--- config.mk ---
export PLATFORM = sky130hd
export DESIGN_NAME = isx_exec
export DESIGN_NICKNAME = d
export VERILOG_FILES = /design/src/common/isx_pkg.sv /design/src/design/isx_exec.sv /design/src/design/isx_incr.sv
export SDC_FILE = /design/constraint.sdc
export NUM_CORES = 1
export LEC_CHECK = 0
export BUFFER_PORTS_ARGS = -buffer_cell sky130_fd_sc_hd__buf_4
export CAP_MARGIN = 20
export CELL_PAD_IN_SITES_DETAIL_PLACEMENT = 1
export CELL_PAD_IN_SITES_GLOBAL_PLACEMENT = 1
export CORE_MARGIN = 1.5
export CORE_UTILIZATION = 35
export CTS_CLUSTER_DIAMETER = 50
export DETAILED_ROUTE_END_ITERATION = 8
export PLACE_DENSITY_LB_ADDON = 0.1
export SLEW_MARGIN = 0
export SYNTH_ARGS = -nofsm -noshare
export SYNTH_HDL_FRONTEND = slang
export SYNTH_SLANG_ARGS = --single-unit
--- constraint.sdc ---
create_clock -name clock_i -period 4.39 [get_ports clock_i]
set_input_delay 0.878 -clock clock_i [delete_from_list [all_inputs] [get_ports clock_i]]
set_output_delay 0.878 -clock clock_i [all_outputs]
set_load 0.02 [all_outputs]
--- src/common/isx_pkg.sv ---
package isx_pkg;

  // ----------------------------------------------------------------
  // Instruction word layout (14-bit)
  // ----------------------------------------------------------------
  localparam int unsigned INSN_W      = 14;
  localparam int unsigned DATA_W      = 8;
  localparam int unsigned ADDR_W      = 7;
  localparam int unsigned OPC_MSB     = 13;
  localparam int unsigned OPC_LSB     = 8;
  localparam int unsigned DEST_BIT    = 7;
  localparam int unsigned ADDR_MSB    = 6;

  // ----------------------------------------------------------------
  // Opcodes
  // ----------------------------------------------------------------
  localparam logic [5:0]  OPC_INC      = 6'h0_A;
  localparam logic [5:0]  OPC_INC_SKIP = 6'h0_F;

  // ----------------------------------------------------------------
  // Reset values and increment step
  // ----------------------------------------------------------------
  localparam logic [DATA_W-1:0] RESULT_RST = 8'h0_0;
  localparam logic [DATA_W-1:0] INC_STEP   = 8'h0_1;
  localparam logic              ZERO_FLAG_RST = 1'b0;

  typedef enum logic [1:0] {
    ISX_EXEC,
    ISX_SKIP
  } isx_state_t;

endpackage

--- src/design/isx_exec.sv ---
`timescale 1ns/1ns
// How it works
// - Result is addressed file register plus one
// - Destination bit zero writes accumulator, not file register
// - Destination bit one writes file register
// - Skip variant tests result for zero
// - Zero result discards prefetched instruction, runs no-op
// - Skip variant one cycle, two when skipping
module isx_exec
  import isx_pkg::*;
(
  input  wire logic              clock_i,
  input  wire logic              nrst_i,
  input  wire logic              insn_valid_i,
  input  wire logic [INSN_W-1:0] insn_i,
  input  wire logic [DATA_W-1:0] file_rdata_i,
  output logic      [ADDR_W-1:0] file_addr_o,
  output logic                   file_we_o,
  output logic      [DATA_W-1:0] file_wdata_o,
  output logic                   acc_we_o,
  output logic      [DATA_W-1:0] acc_wdata_o,
  output logic                   zero_we_o,
  output logic                   zero_flag_o,
  output logic                   flush_o,
  output logic                   busy_o
);

  // ----------------------------------------------------------------
  // Signals
  // ----------------------------------------------------------------
  logic              is_inc;
  logic              is_skip;
  logic              dest_file;
  logic [DATA_W-1:0] sum;
  logic              sum_zero;
  logic              go;
  logic              skip_taken;

  isx_state_t        state;
  isx_state_t        next_state;
  logic              next_file_we;
  logic [DATA_W-1:0] next_file_wdata;
  logic              next_acc_we;
  logic [DATA_W-1:0] next_acc_wdata;
  logic              next_zero_we;
  logic              next_zero_flag;

  // ----------------------------------------------------------------
  // Opcode decode
  // ----------------------------------------------------------------

  always_comb begin
    is_inc    = insn_i[OPC_MSB:OPC_LSB] == OPC_INC;
    is_skip   = insn_i[OPC_MSB:OPC_LSB] == OPC_INC_SKIP;
    dest_file = insn_i[DEST_BIT];
  end

  // ----------------------------------------------------------------
  // Increment datapath
  // ----------------------------------------------------------------

  isx_incr u_incr (
    .value_i (file_rdata_i),
    .sum_o   (sum),
    .zero_o  (sum_zero)
  );

  // ----------------------------------------------------------------
  // Core handshake
  // ----------------------------------------------------------------

  always_comb begin
    file_addr_o = insn_i[ADDR_MSB:0];
    go          = insn_valid_i && (state == ISX_EXEC) && (is_inc || is_skip);
    skip_taken  = go && is_skip && sum_zero;
    flush_o     = skip_taken;
    busy_o      = (state == ISX_SKIP);
  end

  // ----------------------------------------------------------------
  // Sequencing state
  // ----------------------------------------------------------------

  always_comb begin
    next_state = state;
    case (state)
      ISX_EXEC: begin
        if (skip_taken) begin
          next_state = ISX_SKIP;
        end else if (go) begin
          next_state = ISX_EXEC;
        end else begin
          next_state = ISX_EXEC;
        end
      end
      ISX_SKIP: begin
        next_state = ISX_EXEC;
      end
      default: begin
        next_state = ISX_EXEC;
      end
    endcase
  end

  always_ff @(posedge clock_i or negedge nrst_i) begin
    if (!nrst_i) begin
      state <= ISX_EXEC;
    end else begin
      state <= next_state;
    end
  end

  // ----------------------------------------------------------------
  // File register write
  // ----------------------------------------------------------------

  always_comb begin
    next_file_we    = 1'b0;
    next_file_wdata = file_wdata_o;
    case (state)
      ISX_EXEC: begin
        if (go && dest_file) begin
          next_file_we    = 1'b1;
          next_file_wdata = sum;
        end else if (go) begin
          next_file_we = 1'b0;
        end
      end
      ISX_SKIP: begin
        next_file_we    = 1'b0;
        next_file_wdata = file_wdata_o;
      end
      default: begin
        next_file_we    = 1'b0;
        next_file_wdata = file_wdata_o;
      end
    endcase
  end

  always_ff @(posedge clock_i or negedge nrst_i) begin
    if (!nrst_i) begin
      file_we_o    <= 1'b0;
      file_wdata_o <= RESULT_RST;
    end else begin
      file_we_o    <= next_file_we;
      file_wdata_o <= next_file_wdata;
    end
  end

  // ----------------------------------------------------------------
  // Accumulator write
  // ----------------------------------------------------------------

  always_comb begin
    next_acc_we    = 1'b0;
    next_acc_wdata = acc_wdata_o;
    case (state)
      ISX_EXEC: begin
        if (go && !dest_file) begin
          next_acc_we    = 1'b1;
          next_acc_wdata = sum;
        end else if (go) begin
          next_acc_we = 1'b0;
        end
      end
      ISX_SKIP: begin
        next_acc_we    = 1'b0;
        next_acc_wdata = acc_wdata_o;
      end
      default: begin
        next_acc_we    = 1'b0;
        next_acc_wdata = acc_wdata_o;
      end
    endcase
  end

  always_ff @(posedge clock_i or negedge nrst_i) begin
    if (!nrst_i) begin
      acc_we_o    <= 1'b0;
      acc_wdata_o <= RESULT_RST;
    end else begin
      acc_we_o    <= next_acc_we;
      acc_wdata_o <= next_acc_wdata;
    end
  end

  // ----------------------------------------------------------------
  // Zero flag write
  // ----------------------------------------------------------------

  always_comb begin
    next_zero_we   = 1'b0;
    next_zero_flag = zero_flag_o;
    case (state)
      ISX_EXEC: begin
        if (go && is_inc) begin
          next_zero_we   = 1'b1;
          next_zero_flag = sum_zero;
        end else if (go && is_skip) begin
          next_zero_we = 1'b0;
        end
      end
      ISX_SKIP: begin
        next_zero_we   = 1'b0;
        next_zero_flag = zero_flag_o;
      end
      default: begin
        next_zero_we   = 1'b0;
        next_zero_flag = zero_flag_o;
      end
    endcase
  end

  always_ff @(posedge clock_i or negedge nrst_i) begin
    if (!nrst_i) begin
      zero_we_o   <= 1'b0;
      zero_flag_o <= ZERO_FLAG_RST;
    end else begin
      zero_we_o   <= next_zero_we;
      zero_flag_o <= next_zero_flag;
    end
  end

endmodule

--- src/design/isx_incr.sv ---
`timescale 1ns/1ns
module isx_incr
  import isx_pkg::*;
(
  input  wire logic [DATA_W-1:0] value_i,
  output logic      [DATA_W-1:0] sum_o,
  output logic                   zero_o
);

  // ----------------------------------------------------------------
  // Increment and zero test
  // ----------------------------------------------------------------
  always_comb begin
    sum_o  = value_i + INC_STEP;
    zero_o = (sum_o == RESULT_RST);
  end

endmodule

==> results of run 1 <==
[cells by family (layout without fill, tap and decap cells)]
group           Yosys count  after routing  share of synthesized area
xor+xnor                  5              5                     0.0425
simple gates             29             29                      0.165
fa+ha+maj                 1              1                     0.0121
mux                      14             14                      0.150
buf+inv                  11             46                     0.0728
flops                    21             21                      0.510
compound gates            7              7                     0.0473
[sequential cells by signal (all words and copies together) (netlist names)]
register,count
acc_we_o,1
file_we_o,1
zero_flag_o,1
state,1
acc_wdata_o,8
file_wdata_o,8
zero_we_o,1
[metal layers]
| metal | vias to the layer above | part of all wire | GRT usage |
|---|---|---|---|
| met1 | 385 | 0.45 | 0.211 |
| met3 | 2 | 0.081 | 0.0431 |
| met2 | 26 | 0.47 | 0.235 |
| li1 | 373 | - | - |
| met5 | - | 0 | 0 |
| met4 | 0 | 0.0076 | 0.0664 |
[area by class of cell]
cell class | count | area, µm²
Fill cell | 313 | 1460
Timing Repair Buffer | 39 | 293
Inverter | 3 | 11.3
Clock buffer | 4 | 26.3
Tap cell | 31 | 38.8
Multi-Input combinational cell | 56 | 430
Sequential cell | 21 | 526
[through the flow]
step | total power, W | hold slack [ns] | util | cell area, µm² | std cells
floorplan | 0.000299 | 0.582 | - | 1030 | 88
global placement | 0.000352 | 0.469 | 0.467 | 1300 | 150
detailed placement | 0.000356 | 0.474 | 0.467 | 1300 | 150
CTS | 0.000450 | 0.437 | 0.476 | 1330 | 154
global route | 0.000466 | 0.439 | 0.476 | 1330 | 154
finish | 0.000440 | 0.440 | 0.476 | 1330 | 154
[report_power, final]
group | internal [W] | switching [W] | total, W
sequential | 0.000216 | 0.0000117 | 0.000228
combinational | 0.0000573 | 0.0000645 | 0.000122
clock | 0.0000354 | 0.0000548 | 0.0000901
[final timing paths]
| path | slack [ns] | end |
|---|---|---|
| min in group clock_i | 0.50 | acc_wdata_o[6] |
| worst min-delay path | 0.44 | acc_wdata_o[0] |
| max in group asynchronous | 3.74 | zero_we_o |
| worst min register to register | 0.50 | acc_wdata_o[6] |
| worst max register to register | 2.58 | acc_wdata_o[5] |
| worst max-delay path | 1.35 | flush_o |
[cell usage after synthesis, types with 3 or more instances]
master	instances
nor2_1	3
nand3_1	4
mux2_2	6
xnor2_1	4
mux2_1	6
inv_1	3
nand2_1	8
buf_4	7
dfrtp_1	21
==> out/results.txt, run 1 <==
Status = finished, final reports clean
Synth top area share = 0.510
Vias after detailed routing = 786
Router iterations before antenna repair = 3
Ys Warns = 0
Crit path time final = 3.04 ns
Clock Tree Buf Depth = 2
Vias in the first global route = 847
Max IR drop VDD = 0.000232 V
Routed wire length = 2.25 mm
Worst Tran Pin Value = 0.479 ns
Number of synthesized register bits = 21
Crit path cell chain = buf_4 -> a211o_1 -> a21oi_1 -> nand3_1 -> nor4_1 -> buf_4
Synth cell types = 31
DRC = 0
Worst slack, placed = 1.34 ns
Setup TNS = 0 ns
Die height = 57.3 µm
Cts hold-fix bufs = 0
Syn nets = 114
Top Family by Delay on Critical Path = compound AO/OA/AOI/OAI gates
Critical path class = input port to output port
Most common cell on crit path = buf_4
Worst-skew pair later-pin latency = 0.30 ns
Crit path max fanout = 7
Most common cell after layout, fill and taps aside = buf_4
Post-CTS Setup Bufs = 0
CP peak stage delay = 0.33 ns
Hold Crit Class = input port to asynchronous set/reset pin
FFs w/ async S/R, synth = 1.00
Crit path required time = 3.51 ns
LEAKAGE = 0.680 nW
Num CTS Buffers = 3
Starting density of the core = 0.371
Commonest cells after routing, fill and taps aside = 39 x buf_4, 21 x dfrtp_1, 8 x nand2_1
Buffers and inverters on the worst path = 2
Synth area leader = dfrtp_1
Power density over the cells = 332 mW/mm²
Number of flops mapped to enable cells by yosys = 0
Die area = 0.00328 mm²
Ant. Diodes = 0
Max-cap check violation count = 0
CTS tree = done
Final nets = 150
All-Layer GR Usage = 0.155
Slew margin rel. = 0.681
Final setup margin = 1.35 ns
RR Startpoint = state[0]
Top FF cell, synth = dfrtp_1
ANT nets after route = 0
Synth area leaders = dfrtp_1 51%, mux2_1 6.6%, mux2_2 6.6%, buf_4 5.1%, xnor2_1 3.4%
R2R depth = 4
HPWL after DPL = 1.78 mm
Drt initial violations = 7
Final Hold Viols = 0
Crit end category = output port
Gp weighted congestion = 0.669
Resize count post-CTS = 0
Avg Cell Area, Syn = 11.7 µm²
CTS sink cnt = 21
Synth-to-layout area growth = 28.5%
RSZ-0062 raised after global routing = false
Routed length per placed instance = 14.6 µm
Share of cells above drive strength 1 = 0.431
F_max = 329 MHz
Max-slew violations = 0
I/O Buffers = 39
Critical path depth = 6
Initial antenna violation count = 0
GRT overflow = 0
Cell area after synthesis = 0.00103 mm²
H-tree levels = 1
Worst-path clk slew = 0.11 ns
Die Wd = 57.3 µm
Largest net degree at the start of global routing = 22
First-pass GRT wire length = 3.90 mm
Endpoints failing setup = 0
Site Rows = 19
I/O pins = 54
Post-DR vias/cell = 5.10
Instance count of the mapped netlist = 88
Layout Skew = 0.00361 ns
Critical Path Source = file_rdata_i[0]
Root buf cell = clkbuf_4
Core area = 0.00278 mm²
Final Cycle Share = 0.691
Worst Setup Start Kind = input port
Crit path DAT = 2.16 ns
Register area share after synthesis = 0.510
CP max-delay cell = nor4_1
Power figures use the tool's default switching activity.
==> inputs of run 2 (changes only) <==
CORE_UTILIZATION = 32   (was 35)
clock period = 2.9 ns   (was 4.39 ns; I/O delays follow)
==> out/results.txt, run 2 (synthesized netlist as in run 1, its figures left out) <==
Status = finished, final reports clean
Routed length per placed instance = 14.0 µm (-4.0%)
Power density over the cells = 503 mW/mm² (+51%)
Final Hold Viols = 0 (unchanged)
Commonest cells after routing, fill and taps aside = 39 x buf_4, 21 x dfrtp_1, 8 x nand2_1
F_max = 410 MHz
Die height = 59.8 µm (+4.3%)
Vias after detailed routing = 796 (+1.3%)
Setup TNS = 0 ns (unchanged)
RR Startpoint = state[0]
Cts hold-fix bufs = 0 (unchanged)
CTS sink cnt = 21 (unchanged)
Buffers and inverters on the worst path = 2 (unchanged)
HPWL after DPL = 1.84 mm (+3.7%)
Worst-path clk slew = 0.12 ns (about the same)
Most common cell on crit path = buf_4
All-Layer GR Usage = 0.144 (-0.0115)
Post-DR vias/cell = 4.77 (-6.6%)
Final core utilization = 0.440 (-0.0366)
I/O Buffers = 39 (unchanged)
CTS tree = done
ANT nets after route = 0 (unchanged)
Final setup margin = 0.460 ns (-0.895 ns)
Fin cells = 167 (+8.4%)
R2R depth = 4 (unchanged)
Crit path time final = 2.44 ns
Layout Skew = 0.00326 ns (-0.000357 ns)
Resize count post-CTS = 0 (unchanged)
Site Rows = 20 (+1)
Share of cells above drive strength 1 = 0.439 (+0.00813)
Top Family by Delay on Critical Path = compound AO/OA/AOI/OAI gates
Worst Tran Pin Value = 0.493 ns (+0.0149 ns)
Critical path class = input port to output port
Crit end category = output port
Regs by FF count = acc_wdata_o: 8 flops, file_wdata_o: 8 flops
Starting density of the core = 0.338 (-0.0330)
Crit path max fanout = 7 (unchanged)
Worst r2r dst = acc_wdata_o[5]
GRT overflow = 0 (unchanged)
Worst slack, placed = 0.431 ns (-0.912 ns)
Die Wd = 59.8 µm (+4.3%)
Crit path cell chain = buf_4 -> a211o_1 -> a21oi_1 -> nand3_1 -> nor4_1 -> buf_4
DRC = 0 (unchanged)
Max IR drop VDD = 0.000229 V (-1.3%)
Final nets = 150 (unchanged)
LEAKAGE = 0.683 nW (+0.40%)
Worst-skew pair later-pin latency = 0.30 ns (about the same)
Gp weighted congestion = 0.796 (+19%)
Root buf cell = clkbuf_4
Placed cells = 163 (+8.7%)
Clock Tree Buf Depth = 2 (unchanged)
Max-cap check violation count = 0 (unchanged)
Initial antenna violation count = 0 (unchanged)
R2r setup slk = 1.09 ns (-1.49 ns)
Drt initial violations = 29 (+22)
Max-slew violations = 0 (unchanged)
Crit path required time = 2.32 ns (-1.19 ns)
Hold Crit Class = input port to asynchronous set/reset pin
Ant. Diodes = 0 (unchanged)
Final Cycle Share = 0.841
First-pass GRT wire length = 3.71 mm (-4.8%)
Most common cell after layout, fill and taps aside = buf_4
Num CTS Buffers = 3 (unchanged)
Core area = 0.00305 mm² (+9.8%)
Worst Setup Start Kind = input port
Largest net degree at the start of global routing = 22 (unchanged)
Crit path DAT = 1.86 ns (-0.30 ns)
Router iterations before antenna repair = 4 (+1)
Synth-to-layout area growth = 30.2%
Die area = 0.00357 mm² (+8.9%)
RSZ-0062 raised after global routing = false
Slew margin rel. = 0.671 (-0.00992)
Routed wire length = 2.34 mm (+4.1%)
Vias in the first global route = 769 (-9.2%)
Post-CTS Setup Bufs = 0 (unchanged)
CP peak stage delay = 0.31 ns (-0.02 ns)
CP max-delay cell = nor4_1
I/O pins = 54 (unchanged)
Fill count = 356 (+14%)
H-tree levels = 1 (unchanged)
Endpoints failing setup = 0 (unchanged)
==> run 2: cell count changes in the layout (fill, tap and decap cells not counted) <==
| cell | previous run | this run |
|---|---|---|
| clkinv_2 | 0 | 1 |
| clkbuf_1 | 1 | 0 |
==> run 2: how the worst max path moves through the flow <==
stage                               start       to  slack, ns  depth (start not counted)
final                     file_rdata_i[0]  flush_o       0.46                          6
after detailed placement  file_rdata_i[0]  flush_o       0.43                          6
after global placement    file_rdata_i[0]  flush_o       0.48                          6
after CTS                 file_rdata_i[0]  flush_o       0.43                          6
after floorplan           file_rdata_i[0]  flush_o       0.46                          4
after global routing      file_rdata_i[0]  flush_o       0.30                          7
==> run 2: power by group <==
| part | switching, W | total [W] | internal [W] |
|---|---|---|---|
| clock | 0.0000935 | 0.000145 | 0.0000515 |
| sequential | 0.0000180 | 0.000345 | 0.000327 |
| combinational | 0.0000976 | 0.000184 | 0.0000867 |
==> run 2: cell type report <==
class                      count  area, µm²  area share
clock buffer                   3       22.5      0.0168
timing repair buffer          39        293       0.218
tap                           44       55.1      0.0410
inverter                       3       11.3     0.00839
sequential                    21        526       0.391
multi-input combinational     56        430       0.321
clock inverter                 1       5.00     0.00373
==> run 2: layer usage <==
layer	share of wire	GRT usage
met1	0.43	0.172
met2	0.49	0.236
met3	0.068	0.0346
met4	0.018	0.0794
met5	0	0
==> run 2: per-stage QoR <==
stage	instance area, µm²	total power (W)	hold WS, ns
after floorplan	1030	0.000453	0.284
after global placement	1320	0.000535	0.472
after detailed placement	1320	0.000540	0.480
after CTS	1340	0.000689	0.128
after global routing	1340	0.000714	0.126
final	1340	0.000675	0.133
